### src/rtl/cad_pkg.sv
// Package: operation codes, states and constants of the ALU datapath
package cad_pkg;

  typedef enum logic [5:0] {
    OP_ADD        = 6'h00,
    OP_ADD_CARRY  = 6'h01,
    OP_SUB        = 6'h02,
    OP_SUB_BORROW = 6'h03,
    OP_MUL        = 6'h04,
    OP_MUL_U      = 6'h05,
    OP_DIV        = 6'h06,
    OP_DIV_U      = 6'h07,
    OP_DIV_LONG   = 6'h08,
    OP_DIV_LONG_U = 6'h09,
    OP_INVERT     = 6'h0a,
    OP_NEG        = 6'h0b,
    OP_AND        = 6'h0c,
    OP_OR         = 6'h0d,
    OP_XOR        = 6'h0e,
    OP_BIT_CLR    = 6'h0f,
    OP_BIT_SET    = 6'h10,
    OP_BIT_COPY   = 6'h11,
    OP_BIT_COPYN  = 6'h12,
    OP_BIT_AND    = 6'h13,
    OP_BIT_OR     = 6'h14,
    OP_BIT_XOR    = 6'h15,
    OP_BIT_CMP    = 6'h16,
    OP_BFIELD     = 6'h17,
    OP_CMP        = 6'h18,
    OP_CMP_DEC1   = 6'h19,
    OP_CMP_DEC2   = 6'h1a,
    OP_CMP_INC1   = 6'h1b,
    OP_CMP_INC2   = 6'h1c,
    OP_NORM       = 6'h1d,
    OP_SHL        = 6'h1e,
    OP_SHR        = 6'h1f,
    OP_ROL        = 6'h20,
    OP_ROR        = 6'h21,
    OP_SHR_ARITH  = 6'h22
  } cad_op_t;

  typedef enum logic [1:0] {
    ST_IDLE = 2'b00,
    ST_DIV  = 2'b01
  } cad_state_t;

  localparam logic [5:0]  DIV_STEPS  = 6'h20;
  localparam logic [15:0] STEP_ONE   = 16'h0001;
  localparam logic [15:0] STEP_TWO   = 16'h0002;
  localparam logic [15:0] ZERO_WORD  = 16'h0000;
  localparam logic [31:0] ZERO_LONG  = 32'h0000_0000;
  localparam logic [31:0] UMAX_QUOT  = 32'h0000_ffff;
  localparam logic [31:0] SMAX_QUOT  = 32'h0000_7fff;
  localparam logic [31:0] SMIN_QUOT  = 32'h0000_8000;
  localparam int          SIGN_WORD  = 15;
  localparam int          SIGN_BYTE  = 7;
  localparam int          CARRY_WORD = 16;
  localparam int          CARRY_BYTE = 8;

endpackage

### src/rtl/cad_alu.sv
// ALU, bit, shift, multiply and divide datapath of the CPU core
//
// Notes on behaviour
// - Add word or byte, optionally with carry
// - Subtract word or byte, optionally with borrow
// - Signed or unsigned 16 by 16 multiply
// - Divide low muldiv word by register
// - Long divide full muldiv register by register
// - Ones complement of word or byte
// - Twos complement negation of word or byte
// - Bitwise AND, OR, XOR word or byte
// - Copy bit, optionally inverted, to bit
// - AND, OR, XOR bit into destination bit
// - Compare two bits, flags only
// - Masked modify of high or low byte
// - Compare word or byte, flags only
// - Compare then decrement by one or two
// - Compare then increment by one or two
// - Count shifts needed to normalize word
// - Logical shift left or right, zero fill
// - Rotate left or right
// - Arithmetic right shift keeps sign
`timescale 1ns/10ps
module cad_alu (
  input  wire logic            clk_sys,
  input  wire logic            nrst,
  input  wire logic            start,
  input  wire cad_pkg::cad_op_t op,
  input  wire logic            byte_mode,
  input  wire logic [15:0]     opa,
  input  wire logic [15:0]     opb,
  input  wire logic [3:0]      src_pos,
  input  wire logic [3:0]      dst_pos,
  input  wire logic            field_hi,
  input  wire logic            carry_in,
  input  wire logic [31:0]     muldiv_in,
  output logic [15:0]          result,
  output logic                 result_wr,
  output logic [31:0]          muldiv_out,
  output logic                 muldiv_wr,
  output logic                 flag_c,
  output logic                 flag_z,
  output logic                 flag_n,
  output logic                 flag_v,
  output logic                 flags_wr,
  output logic                 done,
  output logic                 busy
);

  // ****************************************
  // Operation decode
  // ****************************************
  cad_pkg::cad_state_t state;
  cad_pkg::cad_state_t next_state;

  wire go      = start && (state == cad_pkg::ST_IDLE);
  wire is_div  = (op == cad_pkg::OP_DIV) || (op == cad_pkg::OP_DIV_U);
  wire is_divl = (op == cad_pkg::OP_DIV_LONG) || (op == cad_pkg::OP_DIV_LONG_U);
  wire div_sgn = (op == cad_pkg::OP_DIV) || (op == cad_pkg::OP_DIV_LONG);
  wire byte_ok = (op <= cad_pkg::OP_SUB_BORROW) || (op >= cad_pkg::OP_INVERT
                 && op <= cad_pkg::OP_XOR) || (op == cad_pkg::OP_CMP);
  wire eff_byte = byte_mode && byte_ok;

  // ****************************************
  // Adder and subtractor
  // ****************************************
  wire        is_neg  = (op == cad_pkg::OP_NEG);
  wire [15:0] a_src   = is_neg ? cad_pkg::ZERO_WORD : opa;
  wire [15:0] b_src   = is_neg ? opa : opb;
  wire [15:0] a_x     = eff_byte ? {8'h00, a_src[7:0]} : a_src;
  wire [15:0] b_x     = eff_byte ? {8'h00, b_src[7:0]} : b_src;
  wire        use_ci  = (op == cad_pkg::OP_ADD_CARRY) || (op == cad_pkg::OP_SUB_BORROW);
  wire        ci      = use_ci && carry_in;
  wire [16:0] sum     = {1'b0, a_x} + {1'b0, b_x} + {16'h0000, ci};
  wire [16:0] diff    = {1'b0, a_x} - {1'b0, b_x} - {16'h0000, ci};
  wire        a_s     = eff_byte ? a_x[cad_pkg::SIGN_BYTE] : a_x[cad_pkg::SIGN_WORD];
  wire        b_s     = eff_byte ? b_x[cad_pkg::SIGN_BYTE] : b_x[cad_pkg::SIGN_WORD];
  wire        sum_s   = eff_byte ? sum[cad_pkg::SIGN_BYTE] : sum[cad_pkg::SIGN_WORD];
  wire        diff_s  = eff_byte ? diff[cad_pkg::SIGN_BYTE] : diff[cad_pkg::SIGN_WORD];
  wire        sum_c   = eff_byte ? sum[cad_pkg::CARRY_BYTE] : sum[cad_pkg::CARRY_WORD];
  wire        diff_c  = eff_byte ? diff[cad_pkg::CARRY_BYTE] : diff[cad_pkg::CARRY_WORD];
  wire        sum_v   = (a_s == b_s) && (sum_s != a_s);
  wire        diff_v  = (a_s != b_s) && (diff_s != a_s);

  // ****************************************
  // Multiplier
  // ****************************************
  wire        mul_sgn = (op == cad_pkg::OP_MUL);
  wire [31:0] prod_u  = opa * opb;
  wire [31:0] prod_s  = $signed({{16{opa[15]}}, opa}) * $signed({{16{opb[15]}}, opb});
  wire [31:0] prod    = mul_sgn ? prod_s : prod_u;
  wire        prod_v  = mul_sgn ? (prod[31:15] != {17{prod[31]}}) : (prod[31:16] != 16'h0000);

  // ****************************************
  // Bit operations and masked byte modify
  // ****************************************
  wire        src_bit = opb[src_pos];
  wire        dst_bit = opa[dst_pos];
  wire [15:0] dst_one = 16'h0001 << dst_pos;
  wire [7:0]  fmask   = opb[15:8];
  wire [7:0]  fdata   = opb[7:0];
  wire [7:0]  fbyte   = field_hi ? opa[15:8] : opa[7:0];
  wire [7:0]  fnew    = (fbyte & ~fmask) | (fdata & fmask);
  wire [15:0] fword   = field_hi ? {fnew, opa[7:0]} : {opa[15:8], fnew};

  // ****************************************
  // Shifter and normalize count
  // ****************************************
  wire [3:0]  amt     = opb[3:0];
  wire [31:0] shl_t   = {16'h0000, opa} << amt;
  wire [31:0] shr_t   = {opa, 16'h0000} >> amt;
  wire [31:0] asr_t   = 32'($signed({opa, 16'h0000}) >>> amt);
  wire [31:0] rol_t   = {opa, opa} << amt;
  wire [31:0] ror_t   = {opa, opa} >> amt;
  wire        amt_nz  = (amt != 4'h0);

  function automatic logic [15:0] norm_count(input logic [15:0] w);
    logic [15:0] n;
    logic        hit;
    n   = 16'h0000;
    hit = 1'b0;
    for (int i = 15; i >= 0; i--)
    begin
      if (!hit && w[i])
      begin
        hit = 1'b1;
        n   = 16'(15 - i);
      end
    end
    return n;
  endfunction

  // ****************************************
  // Result and flag selection
  // ****************************************
  logic [15:0] next_res;
  logic [15:0] fv;
  logic        next_c;
  logic        next_v;
  logic        next_n;
  logic        next_z;
  logic        next_wr;
  logic        flags_nz;

  always_comb
  begin
    next_res = cad_pkg::ZERO_WORD;
    next_c   = 1'b0;
    next_v   = 1'b0;
    next_wr  = 1'b1;
    flags_nz = 1'b1;
    next_n   = 1'b0;
    next_z   = 1'b0;
    case (op)
      cad_pkg::OP_ADD, cad_pkg::OP_ADD_CARRY:
      begin
        next_res = sum[15:0];
        next_c   = sum_c;
        next_v   = sum_v;
      end
      cad_pkg::OP_SUB, cad_pkg::OP_SUB_BORROW, cad_pkg::OP_NEG:
      begin
        next_res = diff[15:0];
        next_c   = diff_c;
        next_v   = diff_v;
      end
      cad_pkg::OP_CMP:
      begin
        next_res = diff[15:0];
        next_c   = diff_c;
        next_v   = diff_v;
        next_wr  = 1'b0;
      end
      cad_pkg::OP_CMP_DEC1, cad_pkg::OP_CMP_DEC2:
      begin
        next_res = diff[15:0];
        next_c   = diff_c;
        next_v   = diff_v;
      end
      cad_pkg::OP_CMP_INC1, cad_pkg::OP_CMP_INC2:
      begin
        next_res = diff[15:0];
        next_c   = diff_c;
        next_v   = diff_v;
      end
      cad_pkg::OP_MUL, cad_pkg::OP_MUL_U:
      begin
        next_res = prod[15:0];
        next_v   = prod_v;
        next_wr  = 1'b0;
      end
      cad_pkg::OP_INVERT: next_res = ~opa;
      cad_pkg::OP_AND:    next_res = opa & opb;
      cad_pkg::OP_OR:     next_res = opa | opb;
      cad_pkg::OP_XOR:    next_res = opa ^ opb;
      cad_pkg::OP_BIT_CLR:  next_res = opa & ~dst_one;
      cad_pkg::OP_BIT_SET:  next_res = opa | dst_one;
      cad_pkg::OP_BIT_COPY:
        next_res = src_bit ? (opa | dst_one) : (opa & ~dst_one);
      cad_pkg::OP_BIT_COPYN:
        next_res = src_bit ? (opa & ~dst_one) : (opa | dst_one);
      cad_pkg::OP_BIT_AND:
        next_res = (src_bit & dst_bit) ? opa : (opa & ~dst_one);
      cad_pkg::OP_BIT_OR:
        next_res = (src_bit | dst_bit) ? (opa | dst_one) : opa;
      cad_pkg::OP_BIT_XOR:
        next_res = (src_bit ^ dst_bit) ? (opa | dst_one) : (opa & ~dst_one);
      cad_pkg::OP_BIT_CMP:
      begin
        next_res = opa;
        next_wr  = 1'b0;
      end
      cad_pkg::OP_BFIELD: next_res = fword;
      cad_pkg::OP_NORM:   next_res = norm_count(opa);
      cad_pkg::OP_SHL:
      begin
        next_res = shl_t[15:0];
        next_c   = shl_t[16];
      end
      cad_pkg::OP_SHR:
      begin
        next_res = shr_t[31:16];
        next_c   = amt_nz && shr_t[15];
      end
      cad_pkg::OP_ROL:
      begin
        next_res = rol_t[31:16];
        next_c   = amt_nz && rol_t[16];
      end
      cad_pkg::OP_ROR:
      begin
        next_res = ror_t[15:0];
        next_c   = amt_nz && ror_t[15];
      end
      cad_pkg::OP_SHR_ARITH:
      begin
        next_res = asr_t[31:16];
        next_c   = amt_nz && asr_t[15];
      end
      default:
      begin
        next_wr  = 1'b0;
        flags_nz = 1'b0;
      end
    endcase
    fv = eff_byte ? {8'h00, next_res[7:0]} : next_res;
    if (op >= cad_pkg::OP_BIT_CLR && op <= cad_pkg::OP_BIT_CMP)
    begin
      next_z = ~dst_bit;
      next_n = src_bit ^ dst_bit;
      next_c = src_bit & dst_bit;
      next_v = src_bit | dst_bit;
    end
    else if (flags_nz)
    begin
      next_z = (fv == cad_pkg::ZERO_WORD);
      next_n = eff_byte ? fv[cad_pkg::SIGN_BYTE] : fv[cad_pkg::SIGN_WORD];
    end
    if (op == cad_pkg::OP_CMP_DEC1) next_res = opa - cad_pkg::STEP_ONE;
    if (op == cad_pkg::OP_CMP_DEC2) next_res = opa - cad_pkg::STEP_TWO;
    if (op == cad_pkg::OP_CMP_INC1) next_res = opa + cad_pkg::STEP_ONE;
    if (op == cad_pkg::OP_CMP_INC2) next_res = opa + cad_pkg::STEP_TWO;
    if (eff_byte) next_res = {opa[15:8], next_res[7:0]};
  end

  // ****************************************
  // Divide control
  // ****************************************
  wire [31:0] dvd_raw  = is_divl ? muldiv_in : (div_sgn ? {{16{muldiv_in[15]}}, muldiv_in[15:0]}
                                                          : {16'h0000, muldiv_in[15:0]});
  wire        dvd_neg  = div_sgn && dvd_raw[31];
  wire        dvs_neg  = div_sgn && opa[15];
  wire [31:0] dvd_abs  = dvd_neg ? (cad_pkg::ZERO_LONG - dvd_raw) : dvd_raw;
  wire [15:0] dvs_abs  = dvs_neg ? (cad_pkg::ZERO_WORD - opa) : opa;
  wire        div_go   = go && (is_div || is_divl);
  wire        div_done;
  wire [31:0] div_quot;
  wire [15:0] div_rem;
  logic       q_neg;
  logic       r_neg;
  logic       sgn_div;
  logic       dvs_zero;

  cad_div u_div (
    .clk_sys  (clk_sys),
    .nrst     (nrst),
    .start    (div_go),
    .dividend (dvd_abs),
    .divisor  (dvs_abs),
    .done     (div_done),
    .quot     (div_quot),
    .rem      (div_rem)
  );

  wire [31:0] q_fix  = q_neg ? (cad_pkg::ZERO_LONG - div_quot) : div_quot;
  wire [15:0] r_fix  = r_neg ? (cad_pkg::ZERO_WORD - div_rem) : div_rem;
  wire        q_big  = sgn_div ? (div_quot > (q_neg ? cad_pkg::SMIN_QUOT : cad_pkg::SMAX_QUOT))
                               : (div_quot > cad_pkg::UMAX_QUOT);
  wire        div_v  = dvs_zero || q_big;

  always_comb
  begin
    next_state = state;
    case (state)
      cad_pkg::ST_IDLE: if (div_go) next_state = cad_pkg::ST_DIV;
      cad_pkg::ST_DIV:  if (div_done) next_state = cad_pkg::ST_IDLE;
      default:          next_state = cad_pkg::ST_IDLE;
    endcase
  end

  // ****************************************
  // Output registers
  // ****************************************
  always_ff @(posedge clk_sys)
  begin
    if (!nrst)
    begin
      state      <= cad_pkg::ST_IDLE;
      result     <= 16'h0000;
      result_wr  <= 1'b0;
      muldiv_out <= 32'h0000_0000;
      muldiv_wr  <= 1'b0;
      {flag_c, flag_z, flag_n, flag_v} <= 4'h0;
      flags_wr   <= 1'b0;
      done       <= 1'b0;
      busy       <= 1'b0;
      {q_neg, r_neg, sgn_div, dvs_zero} <= 4'h0;
    end
    else
    begin
      state     <= next_state;
      busy      <= (next_state == cad_pkg::ST_DIV);
      result_wr <= 1'b0;
      muldiv_wr <= 1'b0;
      flags_wr  <= 1'b0;
      done      <= 1'b0;
      if (div_go)
      begin
        q_neg    <= dvd_neg ^ dvs_neg;
        r_neg    <= dvd_neg;
        sgn_div  <= div_sgn;
        dvs_zero <= (opa == cad_pkg::ZERO_WORD);
      end
      else if (go)
      begin
        result    <= next_res;
        result_wr <= next_wr;
        {flag_c, flag_z, flag_n, flag_v} <= {next_c, next_z, next_n, next_v};
        flags_wr  <= 1'b1;
        done      <= 1'b1;
        if (op == cad_pkg::OP_MUL || op == cad_pkg::OP_MUL_U)
        begin
          muldiv_out <= prod;
          muldiv_wr  <= 1'b1;
        end
      end
      else if (state == cad_pkg::ST_DIV && div_done)
      begin
        result     <= q_fix[15:0];
        muldiv_out <= {r_fix, q_fix[15:0]};
        muldiv_wr  <= 1'b1;
        {flag_c, flag_z, flag_n, flag_v} <= {1'b0, q_fix[15:0] == cad_pkg::ZERO_WORD,
                                             q_fix[15], div_v};
        flags_wr   <= 1'b1;
        done       <= 1'b1;
      end
    end
  end

  localparam int DIV_MAX = 40;
  wire [15:0] exp_add = opa + opb;
  wire [15:0] exp_neg = 16'h0000 - opa;
  wire [15:0] exp_set = opa | (16'h0001 << dst_pos);
  wire [31:0] exp_mul = opa * opb;
  wire        exp_bor = opa < opb;
  wire        w_go    = go && !byte_mode;
endmodule

### src/rtl/cad_div.sv
// Unsigned restoring divider, 32-bit dividend over 16-bit divisor
`timescale 1ns/10ps
module cad_div (
  input  wire logic        clk_sys,
  input  wire logic        nrst,
  input  wire logic        start,
  input  wire logic [31:0] dividend,
  input  wire logic [15:0] divisor,
  output logic             done,
  output logic [31:0]      quot,
  output logic [15:0]      rem
);

  logic [5:0]  count;
  logic        running;
  wire  [16:0] shifted = {rem, quot[31]};
  wire  [16:0] trial   = shifted - {1'b0, divisor};
  wire         fits    = ~trial[16];
  wire  [16:0] next_rem = fits ? trial : shifted;

  always_ff @(posedge clk_sys)
  begin
    if (!nrst)
    begin
      count   <= 6'h00;
      running <= 1'b0;
      done    <= 1'b0;
      quot    <= 32'h0000_0000;
      rem     <= 16'h0000;
    end
    else if (start)
    begin
      count   <= cad_pkg::DIV_STEPS;
      running <= 1'b1;
      done    <= 1'b0;
      quot    <= dividend;
      rem     <= 16'h0000;
    end
    else if (running)
    begin
      quot    <= {quot[30:0], fits};
      rem     <= next_rem[15:0];
      count   <= count - 6'h01;
      running <= (count != 6'h01);
      done    <= (count == 6'h01);
    end
    else
    begin
      done <= 1'b0;
    end
  end

endmodule

### config.mk
export PLATFORM = sky130hd
export DESIGN_NAME = cad_alu
export DESIGN_NICKNAME = d
export VERILOG_FILES = /design/src/rtl/cad_pkg.sv /design/src/rtl/cad_alu.sv /design/src/rtl/cad_div.sv
export SDC_FILE = /design/constraint.sdc
export NUM_CORES = 2
export LEC_CHECK = 0
export BUFFER_PORTS_ARGS = -buffer_cell sky130_fd_sc_hd__buf_2
export CAP_MARGIN = 30
export CORE_MARGIN = 5
export CORE_UTILIZATION = 35
export CTS_CLUSTER_DIAMETER = 60
export DETAILED_ROUTE_END_ITERATION = 10
export GPL_ROUTABILITY_DRIVEN = 0
export PLACE_DENSITY = 0.54
export SETUP_SLACK_MARGIN = 0.1
export SLEW_MARGIN = 40
export SYNTH_ARGS = -nofsm -noshare
export SYNTH_HDL_FRONTEND = slang
export SYNTH_SLANG_ARGS = --single-unit
### constraint.sdc
create_clock -name clk_sys -period 12.8 [get_ports clk_sys]
set_input_delay 1.92 -clock clk_sys [delete_from_list [all_inputs] [get_ports clk_sys]]
set_output_delay 1.92 -clock clk_sys [all_outputs]
set_load 0.01 [all_outputs]
Yosys cells after proc, flatten, opt, wreduce, memory -nomap -nowiden
Cells that the tools add are included.

cells by class
  multipliers = 2
  magnitude comparators = 9
  multiplexer cells = 121
  shifts and indexed selects = 6
  bitwise operators = 21
  $add $sub $neg = 14
  equal/unequal tests = 44
  reduce and logical (&&, ||, !) cells = 73

operators with widths
  operator                 count
  $mux W16                 37
  $pmux W16 S22            1
  $mux W32                 9
  $eq A6 B5 Y1 const B     16
  $mul A16 B16 Y32         2
  $mux W1                  64
  $eq A6 B4 Y1 const B     8
  $logic_not A16 Y1        3
  $sub A1 B16 Y16 const A  3
  $and A16 B16 Y16         2
  $gt A32 B16 Y1           1
  $gt A32 B16 Y1 const B   1
  $not A16 Y16             2
  $or A16 B16 Y16          2
  $shl A32 B4 Y32          1
  $shr A32 B4 Y16          1
  $shr A32 B4 Y32          1
  $sshr A32 B4 Y32         1
  $sub A1 B32 Y32 const A  1
  $reduce_or A31 Y1        1
  $logic_and A1 B1 Y1      30
  $reduce_or A27 Y1        1
  $eq A6 B3 Y1 const B     4
  $eq A6 B6 Y1 const B     3
  52 further kinds         95

word-level totals
  flip-flop bits (word level) = 118
  output and inout port bits = 57
  input bits = 84
  word-level logic and storage cells = 311

Longest topological paths before layout
  depth after elaboration = 68
  depth in mapped cells = 38
  depth with buffers taken out = 35

Cells and area by module
From an unflattened synthesis, not the netlist that was laid out.

unflattened totals
  cell total of the unflattened synthesis = 4280
  area total of the unflattened synthesis = 32656.3 um^2

modules (own cells, without submodules)
  module   cells each  times used  area an instance (um^2)  seq. area each (um^2)
  cad_alu  3900        1           29308.1                  1241.2
  cad_div  380         1           3348.2                   1121.1

Worst setup path before layout
No wires, ideal clock.

  path kind = in2reg
  from = input opb[1]
  to = register flag_v
  data required time = 12.674 ns
  cell stages on the path = 38
  arrival time = 10.142 ns
  setup time = 0.126 ns
  buffers on the path = 5
  setup slack = 2.532 ns
  cell sequence = buf_2 -> buf_2 -> clkbuf_1 -> clkbuf_1 -> buf_2 -> nand2_1 -> fa_1 -> fa_1 -> inv_1 -> fa_1 -> inv_1 -> fa_1 -> inv_1 -> fa_1 -> inv_1 -> fa_1 -> inv_1 -> ha_1 -> [... 2 more ...] -> nand2_1 -> o21ai_2 -> a21oi_2 -> a41oi_4 -> o221ai_2 -> a31oi_1 -> mux2i_1 -> a2111o_1 -> nand2_1 -> inv_1 -> ha_1 -> nor2_1 -> nand2_1 -> nor3_1 -> nand4_1 -> or4_1 -> nor4b_2 -> o31ai_1

between the ends
  longest elaborated chain between the ends = 10
  elaborated cells between the ends (all ways) = 24
  classes of those cells = add/sub: 4; mul: 2; eq/ne: 3; mux: 11; bitwise: 1; reduce/logical: 3

RTL lines
  element                                                                   RTL line        text
  from (decl)                                                               cad_alu.sv:31   input wire logic [15:0] opb,
  parallel branches: the longest is 8 deep, another holds $mul A16 B16 Y32  n/a
  $mux W1 *                                                                 cad_alu.sv:247  if (op >= cad_pkg::OP_BIT_CLR && op <= cad_pkg::OP_BIT_CMP)
  $mux W1 *                                                                 cad_alu.sv:344  else if (go)
  to (signal assigned)                                                      cad_alu.sv:348  {flag_c, flag_z, flag_n, flag_v} <= {next_c, next_z, next_n, next_v};
  to (signal assigned)                                                      cad_alu.sv:362  {flag_c, flag_z, flag_n, flag_v} <= {1'b0, q_fix[15:0] == cad_pkg::ZERO_WORD,
  to (decl)                                                                 cad_alu.sv:44   output logic flag_v,

Mark *: on every way between the ends. The select of a mux whose other input is x is not followed.
A chain may end at the register's enable or synchronous reset.

Final worst setup path
  from = input opa[4]
  to = register flag_v

between the ends
  longest elaborated chain between the ends = 10
  elaborated cells between the ends (all ways) = 26
  classes of those cells = add/sub: 4; mul: 2; eq/ne: 3; mux: 13; bitwise: 1; reduce/logical: 3

RTL lines
  element                                                                   RTL line        text
  from (decl)                                                               cad_alu.sv:30   input wire logic [15:0] opa,
  parallel branches: the longest is 8 deep, another holds $mul A16 B16 Y32  n/a
  $mux W1 *                                                                 cad_alu.sv:247
  $mux W1 *                                                                 cad_alu.sv:344

Marks and branches as above.

==> summary.md <==
| Metric | Value |
|---|---|
| Worst-path fanout max | 17 |
| CTS Sinks | 118 |
| Crit path launch | opa[4] |
| Fin nets | 4,880 |
| Mux cell area share after synthesis | 5.37% |
| Clock Skew | 0.0185 ns |
| CP top delay family | adder cells |
| Min-Delay Path Class | reg2reg |
| CP max stage cell | clkinv_1 |
| Yosys Warn Count | 0 |
| Max Freq | 94.5 MHz |
| Most frequent cells in the layout | inv_1 (602), nand2_1 (469), nor2_1 (400) |
| Slowest cell delay on critical path | 0.68 ns |
| CTS tree | built |
| R2R cell count | 15 |
| Slew @ Worst Pin | 0.978 ns |
| Levels on crit path | 32 |
| Ys flop type | dfxtp_1 |
| Initial antenna violation count | 3 |
| First-pass GRT wire length | 200,000 µm |
| Fill cells | 9,545 |
| Power per cell area | 314 nW/µm² |
| Via/cell ratio | 5.89 |
| Most common cell after layout, fill and taps aside | inv_1 |
| Fin crit share | 82.7% |
| CTS buffer count | 17 |
| Final setup vio count | 0 |
| Rows | 110 |
| Vias | 31,500 |
| Most frequent cell on the critical path | fa_1 |
| Yosys top cell area share | 23.1% |
| Multi-input logic area | 26,300 µm² |
| Max cap viols | 0 |
| VDD IR-drop max | 0.000413 V |
| Area grow syn2layout | 7.55% |
| Number of flops mapped to enable cells by yosys | 0 |
| CP bufs+invs | 7 |
| Setup CP Type | in2reg |
| Synth Area in Compound Gates | 19.6% |
| Min-delay src | muldiv_out[31]$_SDFFE_PN0P_ |
| Synth unique cells | 101 |
| Final ANT Viol Nets | 0 |
| DRT iter0 DRCs | 4,290 |
| RSZ-0062 raised after global routing | no |
| Post-Synth XOR/XNOR Area | 5.01% |
| Clk buf depth | 2 |
| Synthesized flop and latch total | 118 |
| Count of hold-fix buffers inserted at cts | 0 |
| WP data required | 13.08 ns |
| Max-slew violations | 0 |
| Vias in the first global route | 30,800 |
| Pleak | 16.2 nW |
| Routed len/inst | 24.9 µm |
| Synth area leader | fa_1 |
| Io pins | 141 |
| Grt ovf | 0 |
| TritonRoute pass-1 iters | 9 |
| Fin crit period | 10.58 ns |
| Seq/Total Area, Yosys | 7.42% |
| Clock-pin slew of the registers on the worst-case setup and hold paths | 0.07 ns |
| Reg2Reg Launch Point | u_div.quot[31]$_SDFFE_PN0P_ |
| Root buffer cell | clkbuf_16 |
| Critical path startpoint category | primary input |
| Skew-Pair Late Insertion Delay | 0.43 ns |
| H-tree levels | 4 |
| Mean post-synth cell area | 7.64 µm² |
| Worst R2R End | u_div.rem[1]$_SDFFE_PP0P_ |
| Synth Area in Simple Gates | 18.3% |
| Final WL | 133,000 µm |
| Status | finished, final reports clean |
| Die Y-Extent | 312 µm |
| Cells after Synth | 4,167 |
| Setup crit end | flag_v$_SDFFE_PN0P_ |
| PostCTS Resize Cnt | 0 |
| Largest cells by area after synthesis | fa_1 (23%), ha_1 (11%), dfxtp_1 (7.4%) |
| Post-synth ARST share | 0% |
| Area of the core | 90,100 µm² |
| DP Wirelength | 104,000 µm |
| Setup TNS | 0 ns |
| Final Hold Fails | 0 |
| Chip Width | 312 µm |
| Crit. End Element | flip-flop |
| Largest family of logic cells by synthesized area | adder cells |
| R2R Setup Slk | 8.85 ns |
| Syn_nets | 4,897 |
| Sequential Area | 2360 µm² |
| Post CTS Setup Buffer Count | 0 |
| Worst slew margin relative to its limit | 34.3% |
| Placed instance area | 33,600 µm² |
| Total Routing Usage GR | 26.4% |
| Starting Density | 35.3% |
| Post-route DRC violation count | 0 |
| Synth Area in Adders | 34.0% |
| Port Buffers | 140 |
| Finished Cell Area | 34,300 µm² |
| Layout cells sized above 1 | 8.17% |
| Largest net degree at the start of global routing | 70 |
| Synth Cell Area | 31,800 µm² |
| Full die area | 97,100 µm² |
| CP Data Arrival Time | 10.86 ns |
==> worst register-to-register path, stage by stage, from the launching register on <==
cell,delay [ns]
dfxtp_1,0.37
inv_1,0.08
ha_1,0.13
inv_1,0.06
fa_1,0.42
a21o_1,0.17
a21o_1,0.24
a2111oi_4,0.41
nor3_1,0.14
a2111oi_2,0.34
nor3_1,0.16
a211o_1,0.31
a21oi_4,0.21
xnor2_4,0.36
mux2i_1,0.18
a211oi_1,0.26
==> report_power, final <==
| group | total, mW | switching, mW | leakage [nW] | internal, mW |
|---|---|---|---|---|
| logic | 9.86 | 6.20 | 15.0 | 3.66 |
| clock network | 0.510 | 0.202 | 0.279 | 0.308 |
| registers | 0.383 | 0.00848 | 0.955 | 0.374 |
| total | 10.8 | 6.41 | 16.2 | 4.34 |
==> how the worst min path moves through the flow <==
stage / cells after the start / endpoint
final: 2 / muldiv_out[31]$_SDFFE_PN0P_
after global routing: 2 / muldiv_out[18]$_SDFFE_PN0P_
after CTS: 2 / muldiv_out[31]$_SDFFE_PN0P_
after detailed placement: 2 / muldiv_out[31]$_SDFFE_PN0P_
after global placement: 2 / muldiv_out[31]$_SDFFE_PN0P_
after floorplan: 1 / busy$_SDFF_PN0_
==> sequential cells by signal, summed over array words and instances, names as in the netlist <==
name and count:
state 2, flag_v 1, u_div.done 1, u_div.quot 32
muldiv_out 32, result_wr 1, u_div.rem 16, sgn_div 1
done 1, u_div.running 1, flag_z 1, q_neg 1
flag_n 1, flag_c 1, result 16, muldiv_wr 1
dvs_zero 1, r_neg 1, u_div.count 6, busy 1
==> synth_stat cells, drive strengths merged, types with 15 or more instances <==
cell     count
a21o        31
nor4        24
nand4       28
o211ai      33
dfxtp      118
nor2       406
o21a        23
a21boi      29
xor2        73
buf         72
xnor2      107
mux2i      100
nand2      472
o21ai      205
and3        22
o31ai       28
mux4        26
nand3       88
ha         279
o2111ai     15
fa         367
a22oi       16
o221ai      25
clkbuf     169
a211oi      57
o22ai       49
a31oi       30
and2        18
or3         25
nand2b      28
a21oi      239
o211a       33
inv        605
nor3        83
nor2b       40
==> stage by stage <==
stage                     power, mW  utilization, %  setup WS [ns]  cells  hold WS (ns)
after CTS                      10.7            38.0           2.58   5339         0.470
after global placement         10.0            37.2           2.25   5307         0.454
after detailed placement       10.0            37.3           2.20   5307         0.460
after floorplan                6.87               -           2.53   4167         0.459
after global routing           11.7            38.0           1.72   5339         0.485
final                          10.8            38.0           2.22   5345         0.468
==> layer usage <==
metal  vias up  GRT usage, %  wire (µm)  share of wire, %
li1      14000             -          -                 -
met1     15200          38.1      57900                43
met2      1870          38.5      54600                41
met3       350          7.22      15300                11
met4         2          8.35       5410               4.1
met5         -             0         13            0.0098
==> logic make-up (layout without fill, tap and decap cells) <==
family                   count (synthesis)  after routing
multiplexers                           137            137
AO/OA/AOI/OAI                          940            940
XOR/XNOR                               180            180
other                                    1              7
flip-flops                             118            118
buffers and inverters                  855            851
adder cells (fa/ha/maj)                646            646
AND/OR/NAND/NOR                       1290           1290
==> cell type report <==
type | instances | area share (%)
Clock buffer | 18 | 1.25
Inverter | 614 | 6.73
Antenna cell | 6 | 0.0438
Clock inverter | 14 | 0.515
Tap cell | 1176 | 4.30
Timing Repair Buffer | 205 | 3.47
Multi-Input combinational cell | 3194 | 76.8
Sequential cell | 118 | 6.90
No activity file was read; power rests on OpenSTA's default activity.
